==> config.mk <==
export PLATFORM = sky130hd
export DESIGN_NAME = tsr_status_regs
export DESIGN_NICKNAME = d
export VERILOG_FILES = /design/src/tsr_pkg.sv /design/src/tsr_status_regs.sv /design/src/tsr_sync.sv /design/src/tsr_memo_check.sv
export SDC_FILE = /design/constraint.sdc
export NUM_CORES = 1
export LEC_CHECK = 0
export ABC_AREA = 1
export BUFFER_PORTS_ARGS = -buffer_cell sky130_fd_sc_hd__buf_2
export CORE_ASPECT_RATIO = 0.6
export CORE_MARGIN = 4
export CORE_UTILIZATION = 35
export CTS_CLUSTER_SIZE = 10
export DETAILED_ROUTE_END_ITERATION = 7
export PLACE_DENSITY = 0.58
export RECOVER_POWER = 100
export SYNTH_ARGS = -nofsm -noshare
export SYNTH_HDL_FRONTEND = slang
export SYNTH_SLANG_ARGS = --single-unit
==> constraint.sdc <==
create_clock -name clk_in -period 1.75 [get_ports clk_in]
set_clock_uncertainty 0.2 [all_clocks]
set_input_delay 0.2625 -clock clk_in [delete_from_list [all_inputs] [get_ports clk_in]]
set_output_delay 0.2625 -clock clk_in [all_outputs]
set_load 0.02 [all_outputs]
==> src/tsr_pkg.sv <==
package tsr_pkg;

   // Register width shared by all flag registers
   localparam int unsigned TSR_REG_W = 8;

   // Protection flag positions
   localparam int unsigned TSR_PROT_AMP_DEV  = 5;
   localparam int unsigned TSR_PROT_ILOCK    = 4;
   localparam int unsigned TSR_PROT_CLAMP    = 3;
   localparam int unsigned TSR_PROT_OVERLOAD = 2;
   localparam int unsigned TSR_PROT_HEAT_TMR = 1;
   localparam int unsigned TSR_PROT_TEMP     = 0;

   // Judgment fail flag positions
   localparam int unsigned TSR_FAIL_UPPER = 2;
   localparam int unsigned TSR_FAIL_LOWER = 1;

   // Bad setting flag positions
   localparam int unsigned TSR_BAD_OHMS    = 3;
   localparam int unsigned TSR_BAD_POWER   = 2;
   localparam int unsigned TSR_BAD_LOW_UP  = 1;
   localparam int unsigned TSR_BAD_VOLTAGE = 0;

   // Command error flag positions
   localparam int unsigned TSR_ERR_INVALID = 3;
   localparam int unsigned TSR_ERR_RANGE   = 2;
   localparam int unsigned TSR_ERR_DATA    = 1;
   localparam int unsigned TSR_ERR_SYNTAX  = 0;

   // Event status positions
   localparam int unsigned TSR_ESR_FAULT  = 5;
   localparam int unsigned TSR_ESR_REJECT = 4;

   // Status byte positions
   localparam int unsigned TSR_STB_MSS = 6;
   localparam int unsigned TSR_STB_ESB = 5;
   localparam int unsigned TSR_STB_DSB = 4;

   // Values after reset
   localparam logic [7:0] TSR_FLAGS_RST = 8'h00;
   localparam logic [7:0] TSR_SRE_RST   = 8'h00;

   // Edges after release before interlock change detection starts
   localparam logic [1:0] TSR_ILOCK_ARM = 2'h3;

   // Memo line limits
   localparam logic [1:0] TSR_MEMO_LINE_MIN = 2'h1;
   localparam logic [1:0] TSR_MEMO_LINE_MAX = 2'h3;
   localparam int unsigned TSR_MEMO_LEN     = 20;
   localparam logic [7:0] TSR_CHAR_MIN      = 8'h20;
   localparam logic [7:0] TSR_CHAR_MAX      = 8'h7e;
   localparam logic [7:0] TSR_CHAR_DQUOTE   = 8'h22;
   localparam logic [7:0] TSR_CHAR_SQUOTE   = 8'h27;
   localparam logic [7:0] TSR_CHAR_COMMA    = 8'h2c;
   localparam logic [7:0] TSR_CHAR_AT       = 8'h40;

   // Decoded commands delivered by the message parser
   typedef enum logic [3:0] {
      TSR_CMD_CLS,
      TSR_CMD_ESR_Q,
      TSR_CMD_SRE_W,
      TSR_CMD_SRE_Q,
      TSR_CMD_STB_Q,
      TSR_CMD_FLUSH,
      TSR_CMD_MEMO_SEL,
      TSR_CMD_MEMO_CHAR,
      TSR_CMD_PROT_Q,
      TSR_CMD_FAIL_Q,
      TSR_CMD_BAD_Q,
      TSR_CMD_ERR_Q,
      TSR_CMD_OTHER_SET,
      TSR_CMD_OTHER_Q
   } tsr_cmd_t;

endpackage : tsr_pkg

==> src/tsr_status_regs.sv <==
`timescale 1ns/1ps
// Summary of operation
// Set protection bit 5 when output current strays over ten percent.
// Set protection bit 4 on any change of the interlock input.
// Set protection bit 3 when the 5.6 V output clamp engages.
// Set protection bit 2 when output power hits its rated limit.
// Set protection bit 1 when an output duration limit expires.
// Set protection bit 0 on abnormal internal temperature.
// Set fail bit 2 on a fail past the upper limit.
// Set fail bit 1 on a fail past the lower limit.
// Set bad setting bit 3 when settings exceed resistance range.
// Set bad setting bit 2 when settings exceed the power limit.
// Set bad setting bit 1 when lower limit exceeds upper value.
// Set bad setting bit 0 when test voltage exceeds 5.4 V.
// Set error bit 3 when an invalid device message occurs.
// Set error bit 2 on an out-of-range parameter.
// Set error bit 1 on malformed message data.
// Set error bit 0 on an unrecognised header.
// Clear-status empties all status, flag and error registers together.
// Event status query returns the register, then clears it.
// Service request enable write accepted only outside testing and protection.
// Buffer flush discards input buffer, same as device clear.
// Each command carries testing and protection acceptance flags; others rejected.
// Memo line 1 to 3, up to 20 chars 20h-7eh, four excluded.
// Set event status bit 4 on a message refused by state.
// Set event status bit 5 on syntax, data or range error.
// Unused bits of the four flag registers read zero.
// Flags stay set until a clear-status command.
module tsr_status_regs (
   // Clock and reset
   input  wire logic             clk_in,
   input  wire logic             rstn_in,
   // Measurement and protection conditions from pins
   input  wire logic             output_amp_deviation_in,
   input  wire logic             interlock_in,
   input  wire logic             voltage_clamp_in,
   input  wire logic             overload_trip_in,
   input  wire logic             heat_timer_trip_in,
   input  wire logic             internal_temp_trip_in,
   input  wire logic             upper_fail_in,
   input  wire logic             lower_fail_in,
   input  wire logic             ohms_range_exceeded_in,
   input  wire logic             power_limit_exceeded_in,
   input  wire logic             low_above_up_in,
   input  wire logic             test_voltage_high_in,
   // Operating state from pins
   input  wire logic             testing_in,
   input  wire logic             protection_active_in,
   // Decoded commands from the message parser
   input  wire logic             cmd_valid_in,
   input  wire tsr_pkg::tsr_cmd_t cmd_code_in,
   input  wire logic [7:0]       cmd_data_in,
   // Parser faults, one-cycle pulses
   input  wire logic             header_err_in,
   input  wire logic             data_err_in,
   input  wire logic             range_err_in,
   // Register contents
   output logic [7:0]            protection_flags_out,
   output logic [7:0]            judgment_fail_flags_out,
   output logic [7:0]            bad_setting_flags_out,
   output logic [7:0]            command_error_flags_out,
   output logic [7:0]            event_status_out,
   output logic [7:0]            srq_enable_out,
   output logic [7:0]            status_byte_out,
   // Query answer
   output logic                  resp_valid_out,
   output logic [7:0]            resp_data_out,
   // Command outcome
   output logic                  run_state_reject_out,
   output logic                  input_buffer_flush_out
);
   import tsr_pkg::*;

   localparam int unsigned NPIN = 14;

   typedef struct packed {
      logic [7:0] prot;
      logic [7:0] fail;
      logic [7:0] bad;
      logic [7:0] err;
      logic [7:0] esr;
      logic [7:0] sre;
      logic [7:0] stb;
      logic       ilock_prev;
      logic [1:0] ilock_arm;
      logic       resp_valid;
      logic [7:0] resp_data;
      logic       reject;
      logic       flush;
   } tsr_state_t;

   tsr_state_t q;
   tsr_state_t d;

   logic [NPIN-1:0] pin_sync;
   logic            memo_range_err;
   logic            memo_data_err;
   logic            accepted;
   logic            rejected;
   logic            memo_sel;
   logic            memo_char;

   // Availability while a test runs
   function automatic logic tsr_ok_testing(input tsr_cmd_t c);
      case (c)
         TSR_CMD_SRE_W,
         TSR_CMD_MEMO_SEL,
         TSR_CMD_MEMO_CHAR,
         TSR_CMD_OTHER_SET: tsr_ok_testing = 1'b0;
         default:           tsr_ok_testing = 1'b1;
      endcase
   endfunction : tsr_ok_testing

   // Availability while protection is active
   function automatic logic tsr_ok_protect(input tsr_cmd_t c);
      case (c)
         TSR_CMD_SRE_W,
         TSR_CMD_MEMO_SEL,
         TSR_CMD_MEMO_CHAR,
         TSR_CMD_OTHER_SET: tsr_ok_protect = 1'b0;
         default:           tsr_ok_protect = 1'b1;
      endcase
   endfunction : tsr_ok_protect

   tsr_sync #(
      .W(NPIN)
   ) u_sync (
      .clk_in  (clk_in),
      .rstn_in (rstn_in),
      .async_in({protection_active_in,
                 testing_in,
                 test_voltage_high_in,
                 low_above_up_in,
                 power_limit_exceeded_in,
                 ohms_range_exceeded_in,
                 lower_fail_in,
                 upper_fail_in,
                 internal_temp_trip_in,
                 heat_timer_trip_in,
                 overload_trip_in,
                 voltage_clamp_in,
                 interlock_in,
                 output_amp_deviation_in}),
      .sync_out(pin_sync)
   );

   tsr_memo_check u_memo (
      .clk_in       (clk_in),
      .rstn_in      (rstn_in),
      .sel_in       (memo_sel),
      .char_in      (memo_char),
      .data_in      (cmd_data_in),
      .range_err_out(memo_range_err),
      .data_err_out (memo_data_err)
   );

   // State acceptance check
   always_comb
   begin
      rejected = cmd_valid_in &&
                 ((pin_sync[12] && !tsr_ok_testing(cmd_code_in)) ||
                  (pin_sync[13] && !tsr_ok_protect(cmd_code_in)));
      accepted = cmd_valid_in && !rejected;
   end

   // Memo traffic goes to the checker
   assign memo_sel  = accepted && (cmd_code_in == TSR_CMD_MEMO_SEL);
   assign memo_char = accepted && (cmd_code_in == TSR_CMD_MEMO_CHAR);

   always_comb
   begin
      logic [7:0] prot_set;
      logic [7:0] fail_set;
      logic [7:0] bad_set;
      logic [7:0] err_set;
      logic [7:0] esr_set;
      logic       clear_all;
      logic       esr_read;
      logic       ilock_change;
      prot_set     = 8'h00;
      fail_set     = 8'h00;
      bad_set      = 8'h00;
      err_set      = 8'h00;
      esr_set      = 8'h00;
      clear_all    = accepted && (cmd_code_in == TSR_CMD_CLS);
      esr_read     = accepted && (cmd_code_in == TSR_CMD_ESR_Q);
      ilock_change = (q.ilock_arm == TSR_ILOCK_ARM) &&
                     (pin_sync[1] != q.ilock_prev);
      d            = q;

      // Current deviation
      prot_set[TSR_PROT_AMP_DEV] = pin_sync[0];
      // Interlock change
      prot_set[TSR_PROT_ILOCK] = ilock_change;
      // Voltage clamp
      prot_set[TSR_PROT_CLAMP] = pin_sync[2];
      // Overload trip
      prot_set[TSR_PROT_OVERLOAD] = pin_sync[3];
      // Duration limit
      prot_set[TSR_PROT_HEAT_TMR] = pin_sync[4];
      // Temperature trip
      prot_set[TSR_PROT_TEMP] = pin_sync[5];
      // Upper fail
      fail_set[TSR_FAIL_UPPER] = pin_sync[6];
      // Lower fail
      fail_set[TSR_FAIL_LOWER] = pin_sync[7];
      // Resistance range
      bad_set[TSR_BAD_OHMS] = pin_sync[8];
      // Power limit setting
      bad_set[TSR_BAD_POWER] = pin_sync[9];
      // Lower above upper
      bad_set[TSR_BAD_LOW_UP] = pin_sync[10];
      // Test voltage high
      bad_set[TSR_BAD_VOLTAGE] = pin_sync[11];
      // Invalid device message
      err_set[TSR_ERR_INVALID] = rejected;
      // Out of range
      err_set[TSR_ERR_RANGE] = range_err_in || memo_range_err;
      // Data error
      err_set[TSR_ERR_DATA] = data_err_in || memo_data_err;
      // Syntax error
      err_set[TSR_ERR_SYNTAX] = header_err_in;
      // Refused message event
      esr_set[TSR_ESR_REJECT] = rejected;
      // Command fault event
      esr_set[TSR_ESR_FAULT] = |err_set[TSR_ERR_RANGE:TSR_ERR_SYNTAX];

      // Sticky until cleared, new events win over clear
      // Clear all together
      d.prot = (clear_all ? TSR_FLAGS_RST : q.prot) | prot_set;
      d.fail = (clear_all ? TSR_FLAGS_RST : q.fail) | fail_set;
      d.bad  = (clear_all ? TSR_FLAGS_RST : q.bad)  | bad_set;
      d.err  = (clear_all ? TSR_FLAGS_RST : q.err)  | err_set;
      // Read clears event status
      d.esr  = ((clear_all || esr_read) ? TSR_FLAGS_RST : q.esr) | esr_set;

      // Unused positions forced to zero
      d.prot[7:6] = 2'h0;
      d.fail[7:3] = 5'h00;
      d.fail[0]   = 1'b0;
      d.bad[7:4]  = 4'h0;
      d.err[7:4]  = 4'h0;
      d.esr[3:0]  = 4'h0;
      d.esr[7:6]  = 2'h0;

      // Enable write only when refused neither way
      if (accepted && (cmd_code_in == TSR_CMD_SRE_W))
         d.sre = cmd_data_in;

      d.stb                = 8'h00;
      d.stb[TSR_STB_ESB]   = |d.esr;
      d.stb[TSR_STB_DSB]   = |{d.prot, d.fail, d.bad};
      d.stb[TSR_STB_MSS]   = |(d.stb & d.sre);

      d.ilock_prev  = pin_sync[1];
      // Arm once the synchronised level has settled, no false edge
      if (q.ilock_arm != TSR_ILOCK_ARM)
         d.ilock_arm = q.ilock_arm + 2'h1;

      d.resp_valid = 1'b0;
      d.resp_data  = 8'h00;
      if (accepted)
      begin
         case (cmd_code_in)
            TSR_CMD_ESR_Q:
            begin
               d.resp_valid = 1'b1;
               d.resp_data  = q.esr;
            end
            TSR_CMD_SRE_Q:
            begin
               d.resp_valid = 1'b1;
               d.resp_data  = q.sre;
            end
            TSR_CMD_STB_Q:
            begin
               d.resp_valid = 1'b1;
               d.resp_data  = q.stb;
            end
            TSR_CMD_PROT_Q:
            begin
               d.resp_valid = 1'b1;
               d.resp_data  = q.prot;
            end
            TSR_CMD_FAIL_Q:
            begin
               d.resp_valid = 1'b1;
               d.resp_data  = q.fail;
            end
            TSR_CMD_BAD_Q:
            begin
               d.resp_valid = 1'b1;
               d.resp_data  = q.bad;
            end
            TSR_CMD_ERR_Q:
            begin
               d.resp_valid = 1'b1;
               d.resp_data  = q.err;
            end
            default:
            begin
               d.resp_valid = 1'b0;
            end
         endcase
      end

      d.reject = rejected;
      // Buffer flush pulse
      d.flush  = accepted && (cmd_code_in == TSR_CMD_FLUSH);
   end

   always_ff @(posedge clk_in or negedge rstn_in)
   begin
      if (!rstn_in)
      begin
         q             <= '0;
         q.prot        <= TSR_FLAGS_RST;
         q.fail        <= TSR_FLAGS_RST;
         q.bad         <= TSR_FLAGS_RST;
         q.err         <= TSR_FLAGS_RST;
         q.esr         <= TSR_FLAGS_RST;
         q.sre         <= TSR_SRE_RST;
      end
      else
         q <= d;
   end

   assign protection_flags_out    = q.prot;
   assign judgment_fail_flags_out = q.fail;
   assign bad_setting_flags_out   = q.bad;
   assign command_error_flags_out = q.err;
   assign event_status_out        = q.esr;
   assign srq_enable_out          = q.sre;
   assign status_byte_out         = q.stb;
   assign resp_valid_out          = q.resp_valid;
   assign resp_data_out           = q.resp_data;
   assign run_state_reject_out    = q.reject;
   assign input_buffer_flush_out  = q.flush;

endmodule : tsr_status_regs

==> src/tsr_sync.sv <==
`timescale 1ns/1ps
module tsr_sync #(
   parameter int unsigned W = 1
) (
   // Clock and reset
   input  wire logic         clk_in,
   input  wire logic         rstn_in,
   // Asynchronous levels in, synchronised levels out
   input  wire logic [W-1:0] async_in,
   output logic      [W-1:0] sync_out
);
   import tsr_pkg::*;

   typedef struct packed {
      logic [W-1:0] meta;
      logic [W-1:0] safe;
   } tsr_sync_state_t;

   tsr_sync_state_t s_q;
   tsr_sync_state_t s_d;

   always_comb
   begin
      s_d.meta = async_in;
      s_d.safe = s_q.meta;
   end

   always_ff @(posedge clk_in or negedge rstn_in)
   begin
      if (!rstn_in)
         s_q <= '0;
      else
         s_q <= s_d;
   end

   assign sync_out = s_q.safe;

endmodule : tsr_sync

==> src/tsr_memo_check.sv <==
`timescale 1ns/1ps
module tsr_memo_check (
   // Clock and reset
   input  wire logic       clk_in,
   input  wire logic       rstn_in,
   // Line selection and characters, already accepted
   input  wire logic       sel_in,
   input  wire logic       char_in,
   input  wire logic [7:0] data_in,
   // Error pulses
   output logic            range_err_out,
   output logic            data_err_out
);
   import tsr_pkg::*;

   typedef struct packed {
      logic       open;
      logic [4:0] count;
      logic       range_err;
      logic       data_err;
   } tsr_memo_state_t;

   tsr_memo_state_t m_q;
   tsr_memo_state_t m_d;

   function automatic logic tsr_char_ok(input logic [7:0] c);
      tsr_char_ok = (c >= TSR_CHAR_MIN) && (c <= TSR_CHAR_MAX) &&
                    (c != TSR_CHAR_DQUOTE) && (c != TSR_CHAR_SQUOTE) &&
                    (c != TSR_CHAR_COMMA) && (c != TSR_CHAR_AT);
   endfunction : tsr_char_ok

   always_comb
   begin
      m_d           = m_q;
      m_d.range_err = 1'b0;
      m_d.data_err  = 1'b0;
      // Memo line checks
      if (sel_in)
      begin
         m_d.count = 5'h00;
         m_d.open  = (data_in[7:2] == 6'h00) &&
                     (data_in[1:0] >= TSR_MEMO_LINE_MIN) &&
                     (data_in[1:0] <= TSR_MEMO_LINE_MAX);
         m_d.range_err = !m_d.open;
      end
      else if (char_in)
      begin
         if (!m_q.open)
            m_d.range_err = 1'b1;
         else if (!tsr_char_ok(data_in) ||
                  (m_q.count >= 5'(TSR_MEMO_LEN)))
            m_d.data_err = 1'b1;
         else
            m_d.count = m_q.count + 5'h01;
      end
   end

   always_ff @(posedge clk_in or negedge rstn_in)
   begin
      if (!rstn_in)
         m_q <= '0;
      else
         m_q <= m_d;
   end

   assign range_err_out = m_q.range_err;
   assign data_err_out  = m_q.data_err;

endmodule : tsr_memo_check

==> metrics.txt, run 1 <==
Remaining DRCs=0; PortBufs=71; CP required=between 1.5 and 2 ns; commonest cells after routing, fill and taps aside=79 x dfrtp_1, 40 x inv_1, 38 x nand2_1, 36 x clkbuf_1; die area=about 12000 um2; Critical Path AT=approximately 1.9 ns; die width=about 140 um; Logic pwr share=0.155; synthesis-stage register bit count=79; router iterations before antenna repair=4; final number of max-transition violations=0; Internal=about 3.5 mW; Worst IR Drop VDD=roughly 550 uV; status=finished, violations left; TNS Setup=-1.217 ns; Overall Global Routing Usage=0.1531; leak pwr=around 2.1 nW; Tot Pwr=between 4 and 5 mW; vias in the first global route=2625; hpwl dp=approximately 6400 um; maxcap violations=0; Final WS setup=-0.1284 ns; # IOs=between 90 and 100; initial antenna violation count=0; syn_area_per_cell=between 10 and 15 um2; TritonCTS buffer count=9; register area share after synthesis=0.5534; Root Driver=clkbuf_16; part of the power in the clock network=0.416; post-synthesis cell area=between 3000 and 4000 um2; Hold/Removal Path Class=input port to flop; Tightest Pin Transition=between 0.9 and 1 ns; area grow syn2layout=32.82%; Switch Pwr=around 1.3 mW; Clock Latency Late Sink=roughly 0.34 ns; Ys Warns=0; H-tree depth=3; post-route non-filler standard cell count=around 600; total global routing overflow=0; first-pass GRT wire length=13850 um; sequential power share=0.429; launching point of the worst reg2reg path=u_sync.sync_out[13]$_DFF_PN0_; failing checks=setup timing; Netlist cell types=32; num rows=28; Worst-path clk slew=~0.06 ns; final WL=slightly below 9000 um; ANT cells=0; Final GP Congestion=slightly above 0.9; antenna-violating nets left=0; CTS sink count=79; Setup violations, final=18; final hold slack=around 0.021 ns; Period minus WS final=about 1.9 ns; WL/cell=14.82 um; placed inst area=3961 um2; Iter 0 DRT Violations=around 150; Max Freq=532.4 MHz; fin area=4745 um2; Setup crit start=u_sync.sync_out[13]$_DFF_PN0_; critical path peak fanout=8; RSZ-0062 raised after global routing=yes; Final Util=0.4785; Slew HR=0.3990; CTS tree=done; share of cells above drive strength 1=0.3341; Layout Nets=494; Starting Density=0.3603; Max clock buf depth=2; core area=roughly 9900 um2; Hold Path Stages=2; Place WS=-0.2545 ns; DP Cell Count=approximately 550; pin count of the biggest net entering global routing=36; vias=between 2000 and 3000; Fin. Hold Viols=0; Reg2Reg Depth=7; hold path start=cmd_data_in[1]; vias per inst=~4.4; power density cells=just over 1000 nW/um2; cell count after synthesis=355; most common cell after layout, fill and taps aside=dfrtp_1; switch share=0.2734; Startpoint Class=flop; Die Ht=86.26 um; crit path kind=flop to flop; crit end category=flop; Tcrit/Tclk final=1.073
-- sequential cells by signal (all words and copies together) (netlist names) --
register	count
srq_enable_out	8
protection_flags_out	6
judgment_fail_flags_out	2
u_memo.m_q	6
run_state_reject_out	1
resp_valid_out	1
u_memo.data_err_out	1
resp_data_out	8
command_error_flags_out	4
u_memo.range_err_out	1
u_sync.sync_out	14
u_sync.s_d	14
event_status_out	2
status_byte_out	3
input_buffer_flush_out	1
q	3
bad_setting_flags_out	4
-- metal layers --
layer  global-route usage  routed length, um
met5                    0                  0
met4              0.05022                141
met3              0.05899                770
met2               0.2124               3841
met1               0.2199               4126
-- cell usage after synthesis --
library cell  number  area [um2]
nand3_2            2       20.02
inv_2              6       22.52
nand2_1           49       183.9
nand2_4            1       11.26
o2bb2ai_1          1       8.760
a21oi_2            8       70.07
o21ai_0            7       35.03
nand3_1           13       65.06
nor2_8             1       20.02
nor2_1            23       86.33
xor2_1             1       8.760
buf_4             64       480.5
o31ai_1            2       15.01
o21ai_1           11       55.05
nor4_1             2       12.51
a41oi_1            4       35.03
nor2_2             1       6.260
mux2_2             1       11.26
ha_1               3       37.54
conb_1             1       3.750
o22ai_1            3       18.77
or2_2              1       6.260
inv_1             43       161.4
nor2_4             2       22.52
a21oi_1           13       65.06
mux2_4             2       30.03
nand3_4            1       17.52
nor3_1             2       10.01
buf_6              2       22.52
xnor2_1            2       17.52
a221oi_1           4       35.03
dfrtp_1           79        1977
-- cell type report --
cell class	count	area [um2]
fillers	935	5170
well taps	135	168.9
inverters	49	196.4
flip-flops and latches	79	1977
clock buffers	10	239.0
multi-input cells	188	1232
clock inverters	6	92.59
repair buffers	132	838.3
-- logic make-up (layout without fill, tap and decap cells) --
logic type	count (synthesis)	in the layout	share of synthesized area
and+or+nand+nor	98	99	0.1292
AOI/OAI and AO/OA	53	53	0.09457
xor gates and xnor gates	3	3	0.007357
adders and majority gates	3	3	0.01051
buffers and inverters	115	197	0.1923
other	1	27	0.001050
muxes	3	3	0.01156
DFF	79	79	0.5534
-- timing repair --
item                       in CTS  in global routing
hold buffers                   19                  0
cloned                          1                  0
hold endpoints to repair       49                  0
pin swaps                       6                  6
setup buffers                   5                  4
gates resized for setup        15                 42
setup endpoints to repair      16                 24
-- worst max-delay path, stage by stage, from the launching register on --
cell and delay [ns]:
dfrtp_1 0.36, or2_4 0.25, nand2_4 0.10, buf_6 0.12
inv_6 0.03, nor2_8 0.16, nand3_4 0.20, mux2_4 0.34
-- power groups by stage --
stage               Combinational [mW]  Clock [mW]  Sequential (mW)
floorplan                        0.516           0             2.07
global placement                 0.639           0             2.11
detailed placement               0.653           0             2.11
CTS                              0.719        2.10             2.08
global route                     0.830        2.18             2.11
finish                           0.756        2.03             2.09
-- worst paths after layout --
| path | to | slack (ns) |
|---|---|---|
| worst max-delay path | srq_enable_out[0]$_DFFE_PN0P_ | -0.13 |
| worst min-delay path | srq_enable_out[1]$_DFFE_PN0P_ | 0.02 |
| worst max register to register | srq_enable_out[0]$_DFFE_PN0P_ | -0.13 |
| worst min register to register | u_sync.sync_out[7]$_DFF_PN0_ | 0.14 |
| max in group asynchronous | run_state_reject_out$_DFF_PN0_ | 0.21 |
| min in group asynchronous | resp_data_out[1]$_DFF_PN0_ | 0.39 |
Power figures use the tool's default switching activity.
==> run 2, diff against run 1 <==
Settings changed: CTS_CLUSTER_SIZE 10 to 12, GPL_TIMING_DRIVEN set to 0, PLACE_DENSITY 0.58 to 0.56.
Clock period 1.75 ns to 1.9 ns, I/O delays scaled along.
==> metrics.txt, run 2 (synthesis gave the netlist of run 1 again) <==
status=finished, final reports clean; total global routing overflow=0 (unchanged); Switch Pwr=1.147 mW (-14%); Die Ht=86.26 um (unchanged); vias=2608 (-0.19%); core area=9915 um2 (unchanged); final WL=8140 um (-8.3%); WL/cell=12.90 um (-13%); vias per inst=4.133 (-5.3%); crit path kind=flop to flop; leak pwr=2.289 nW (+6.7%); PortBufs=71 (unchanged); first-pass GRT wire length=12990 um (-6.2%); Slew HR=0.5435 (+0.1445); num rows=28 (unchanged); fin area=4813 um2 (+1.5%); Place WS=-0.2638 ns (-0.009309 ns); Starting Density=0.3603 (unchanged); pin count of the biggest net entering global routing=56 (+56%); TritonCTS buffer count=9 (unchanged); Max clock buf depth=2 (unchanged); crit end category=flop; Layout Nets=526 (+6.5%); maxcap violations=0 (unchanged); vias in the first global route=2579 (-1.8%); Fin. Hold Viols=0 (unchanged); die width=138.4 um (unchanged); Critical Path AT=1.90 ns (about the same); Final GP Congestion=0.8093 (-12%); router iterations before antenna repair=4 (unchanged); H-tree depth=3 (unchanged); most common cell after layout, fill and taps aside=dfrtp_1; Logic pwr share=0.158 (+0.003); hpwl dp=6204 um (-3.2%); part of the power in the clock network=0.416 (about the same); RSZ-0062 raised after global routing=yes; Overall Global Routing Usage=0.1415 (-0.01165); Internal=3.341 mW (-5.9%); Startpoint Class=flop; CTS sink count=79 (unchanged); placed inst area=4224 um2 (+6.6%); Remaining DRCs=0 (unchanged); Final WS setup=0.01997 ns (+0.1483 ns); critical path peak fanout=4 (-4); Root Driver=clkbuf_16; CTS tree=done; power density cells=932.4 nW/um2 (-9.5%); share of cells above drive strength 1=0.3427 (+0.008690); initial antenna violation count=0 (unchanged); Setup violations, final=0 (-18); area grow syn2layout=34.75%; antenna-violating nets left=0 (unchanged); Worst IR Drop VDD=428.0 uV (-22%); final number of max-transition violations=0 (unchanged); CP required=1.92 ns (+0.14 ns); Final Util=0.4855 (+0.006941); die area=11940 um2 (unchanged); Hold/Removal Path Class=input port to flop; sequential power share=0.427 (-0.002); Worst-path clk slew=0.06 ns (about the same); Clock Latency Late Sink=0.33 ns (about the same); Tcrit/Tclk final=0.9895 (-0.08386); Max Freq=531.9 MHz (about the same); Period minus WS final=1.880 ns (+0.001675 ns); Tightest Pin Transition=0.6823 ns (-0.2193 ns); # IOs=99 (unchanged); commonest cells after routing, fill and taps aside=79 x dfrtp_1, 70 x buf_4, 45 x nand2_1, 45 x buf_2, 43 x inv_1; ANT cells=0 (unchanged); Iter 0 DRT Violations=109 (-26%); switch share=0.2555 (-0.01791)
[run 2: path summary, 6_finish.rpt]
| check | slack (ns) | cells past startpoint | start | to |
|---|---|---|---|---|
| setup / recovery | 0.02 | 10 | u_sync.sync_out[13]$_DFF_PN0_ | status_byte_out[6]$_DFF_PN0_ |
| hold reg to reg | 0.15 | 0 | u_sync.s_d[5]$_DFF_PN0_ | u_sync.sync_out[5]$_DFF_PN0_ |
| min in group asynchronous | 0.31 | 2 | rstn_in | srq_enable_out[4]$_DFF_PN0_ |
| hold / removal | 0.02 | 2 | cmd_code_in[3] | input_buffer_flush_out$_DFF_PN0_ |
| setup reg to reg | 0.02 | 10 | u_sync.sync_out[13]$_DFF_PN0_ | status_byte_out[6]$_DFF_PN0_ |
| max in group asynchronous | 0.30 | 3 | rstn_in | u_sync.sync_out[11]$_DFF_PN0_ |
[run 2: per-layer routing]
layer  part of all wire  global-route usage
met3              0.068             0.04686
met4              0.012             0.04484
met5                  0                   0
met1               0.49              0.1985
met2               0.43              0.2088
[run 2: metrics by stage]
| stage | cells | total power [mW] | hold WS (ns) | setup TNS (ns) |
|---|---|---|---|---|
| floorplan | 381 | 2.382 | -0.2106 | 0 |
| global placement | 587 | 2.593 | 0.1355 | -16.09 |
| detailed placement | 588 | 2.617 | 0.02005 | -1.494 |
| CTS | 631 | 4.549 | 0.006743 | -0.04266 |
| global route | 631 | 4.703 | 0.02269 | -0.1810 |
| finish | 631 | 4.488 | 0.02015 | 0 |
[run 2: worst max-delay path, cell delays in order, from the launching register on]
cell and delay, ns:
dfrtp_1 0.36, or2_4 0.26, nand2_4 0.08, nand3_4 0.07, clkbuf_1 0.17, a21oi_1 0.19, nand2_1 0.09, nor2_1 0.13
nand3_2 0.11, nand2_1 0.07, nand2_1 0.05
[run 2: cell type report]
cell class,count,area [um2]
Clock inverter,5,80.08
Fill cell,938,5101
Timing Repair Buffer,99,586.8
Sequential cell,79,1977
Clock buffer,11,252.7
Inverter,49,183.9
Buffer,66,506.7
Tap cell,135,168.9
Multi-Input combinational cell,187,1057
[run 2: power groups by stage]
stage / clock (mW) / combinational [mW] / sequential (mW)
floorplan: 0 / 0.474 / 1.91
detailed placement: 0 / 0.675 / 1.94
CTS: 1.92 / 0.718 / 1.92
finish: 1.87 / 0.708 / 1.91
global route: 2.00 / 0.776 / 1.93
global placement: 0 / 0.654 / 1.94
[run 2: repair_timing]
action,CTS,global route
setup endpoints to repair,7,10
pin swaps,8,3
hold endpoints to repair,41,0
hold buffers,18,0
buffers inserted,9,1
gates resized for setup,11,11
gates cloned,0,0
==> run 3, diff against run 2 <==
Settings changed: SETUP_SLACK_MARGIN set to 0.15.
==> metrics.txt, run 3 (synthesis gave the netlist of run 1 again) <==
status=finished, violations left; failing checks=setup timing; router iterations before antenna repair=4 (unchanged); hold path start=cmd_code_in[3]; crit end category=flop; WL/cell=13.13 um (+1.7%); Die Ht=86.26 um (unchanged); Slew HR=0.4470 (-0.09652); die width=138.4 um (unchanged); core area=9915 um2 (unchanged); vias=2692 (+3.2%); Critical Path AT=1.93 ns (+0.03 ns); power density cells=852.2 nW/um2 (-8.6%); Clock Latency Late Sink=0.33 ns (about the same); Multi-input gate area=1184 um2 (+12%); Starting Density=0.3603 (unchanged); critical path, cell by cell=or2_4 > nand2_4 > nand3_4 > buf_8 > a21oi_2 > nand2_1 > nor2_1 > nand3_2 > nand2_1 > nand2_1; Max clock buf depth=2 (unchanged); Overall Global Routing Usage=0.1403 (-0.001193); CTS sink count=79 (unchanged); Tcrit/Tclk final=1.006 (+0.01637); crit path kind=flop to flop; final number of max-transition violations=0 (unchanged); register area=1977 um2 (unchanged); Final WS setup=-0.01114 ns (-0.03111 ns); launching point of the worst reg2reg path=u_sync.sync_out[12]$_DFF_PN0_; ANT cells=0 (unchanged); initial antenna violation count=0 (unchanged); Hold Path Stages=2 (unchanged); hpwl dp=6014 um (-3.1%); leak pwr=2.384 nW (+4.1%); filler cell count=924 (-1.5%); RSZ-0062 raised after global routing=yes; CP max stage cell=dfrtp_1; r2r endpoint=status_byte_out[6]$_DFF_PN0_; PortBufs=71 (unchanged); num rows=28 (unchanged); H-tree depth=3 (unchanged); Hold EP=input_buffer_flush_out$_DFF_PN0_; Period minus WS final=1.911 ns (+0.03111 ns); vias per inst=4.206 (+1.8%); Remaining DRCs=0 (unchanged); vias in the first global route=2559 (-0.78%); R2R setup slack=-0.01 ns (-0.03 ns); Tightest Pin Transition=0.8295 ns (+0.1473 ns); # IOs=99 (unchanged); Reg2Reg Depth=10 (unchanged); critical path peak fanout=5 (+1); Iter 0 DRT Violations=120 (+10%); Layout Nets=535 (+1.7%); antenna-violating nets left=0 (unchanged); Fin. Hold Viols=0 (unchanged); maxcap violations=0 (unchanged); share of cells above drive strength 1=0.4158 (+0.07310); Place WS=-0.2879 ns (-0.02414 ns); area grow syn2layout=40.63%; crit-path max cell delay=0.36 ns (about the same); total global routing overflow=0 (unchanged); Startpoint Class=flop; first-pass GRT wire length=12900 um (-0.69%); final WL=8400 um (+3.2%); die area=11940 um2 (unchanged); Worst-path clk slew=0.06 ns (about the same); Hold/Removal Path Class=input port to flop; Root Driver=clkbuf_16; CTS tree=done; pin count of the biggest net entering global routing=67 (+20%); TritonCTS buffer count=9 (unchanged); Final Util=0.5067 (+0.02120); Final GP Congestion=0.7714 (-4.7%); most frequent CP cell=nand2_1; commonest cells after routing, fill and taps aside=79 x buf_4, 79 x dfrtp_1, 58 x buf_2, 44 x nand2_1, 42 x inv_1; Setup violations, final=1 (+1); CP required=1.92 ns (about the same); Worst IR Drop VDD=453.4 uV (+5.9%); Max Freq=523.2 MHz (-1.6%)
## run 3: cell count changes in the layout (fill, tap and decap cells not counted), sizes merged
cell      delta
buf         +23
clkbuf      -12
bufinv       -2
clkinv       +1
clkinvlp     -1
## run 3: repair_timing
item                                    in CTS  in global routing
hold endpoints to repair                    96                  0
pin swaps                                    3                  8
hold buffers                                18                  0
buffers inserted                             8                  9
gates cloned                                 1                  0
gates resized for setup                     17                 28
endpoints found under the setup margin       9                 16
## run 3: layout make-up
class                   instances  area share
repair buffers                108      0.1430
flip-flops and latches         79      0.3935
clock buffers                  13     0.05181
plain buffers                  66      0.1009
multi-input cells             187      0.2356
clock inverters                 3    0.003487
inverters                      49     0.03811
well taps                     135     0.03362
## run 3: worst max-delay path by stage
| stage | start | endpoint | slack, ns | cells after the start |
|---|---|---|---|---|
| after detailed placement | cmd_code_in[2] | status_byte_out[6]$_DFF_PN0_ | -0.29 | 12 |
| after CTS | u_sync.sync_out[12]$_DFF_PN0_ | status_byte_out[6]$_DFF_PN0_ | 0.0008 | 10 |
| after global placement | cmd_code_in[2] | status_byte_out[6]$_DFF_PN0_ | -0.28 | 12 |
| final | u_sync.sync_out[12]$_DFF_PN0_ | status_byte_out[6]$_DFF_PN0_ | -0.01 | 10 |
| after global routing | u_sync.sync_out[12]$_DFF_PN0_ | status_byte_out[6]$_DFF_PN0_ | -0.1 | 10 |
| after floorplan | u_sync.sync_out[12]$_DFF_PN0_ | srq_enable_out[0]$_DFFE_PN0P_ | 0.15 | 7 |
## run 3: worst max-delay path, delay by kind of cell (launching register included)
kind	cells	cell delay, ns
compound gates	1	0.14
buf+inv	1	0.17
flops	1	0.36
simple gates	8	0.92
## run 3: where the power goes
part           switching, mW  leakage, nW  internal (mW)  total (mW)
clock                  0.619        0.136          0.951        1.57
combinational          0.430         1.34          0.366       0.796
sequential             0.100        0.906           1.81        1.92
total                   1.15         2.38           3.13        4.28
## run 3: per-stage QoR
stage | TNS [ns] | area [um2] | cells | total power, mW | hold WS [ns]
after floorplan | 0 | 3677 | 381 | 2.383 | -0.2106
after global placement | -14.28 | 4202 | 587 | 2.595 | 0.1351
after detailed placement | -1.085 | 4232 | 588 | 2.615 | -0.04897
after CTS | 0 | 4831 | 631 | 4.263 | 0.01322
after global routing | -0.2497 | 5024 | 640 | 4.509 | 0.02274
final | -0.01114 | 5024 | 640 | 4.281 | 0.02534
## run 3: layer usage
metal | global-route usage | up-vias | routed length (um)
li1 | - | 1338 | -
met1 | 0.1991 | 1264 | 4075
met2 | 0.1969 | 75 | 3592
met3 | 0.05788 | 15 | 563
met4 | 0.04126 | 0 | 170
met5 | 0 | - | 0
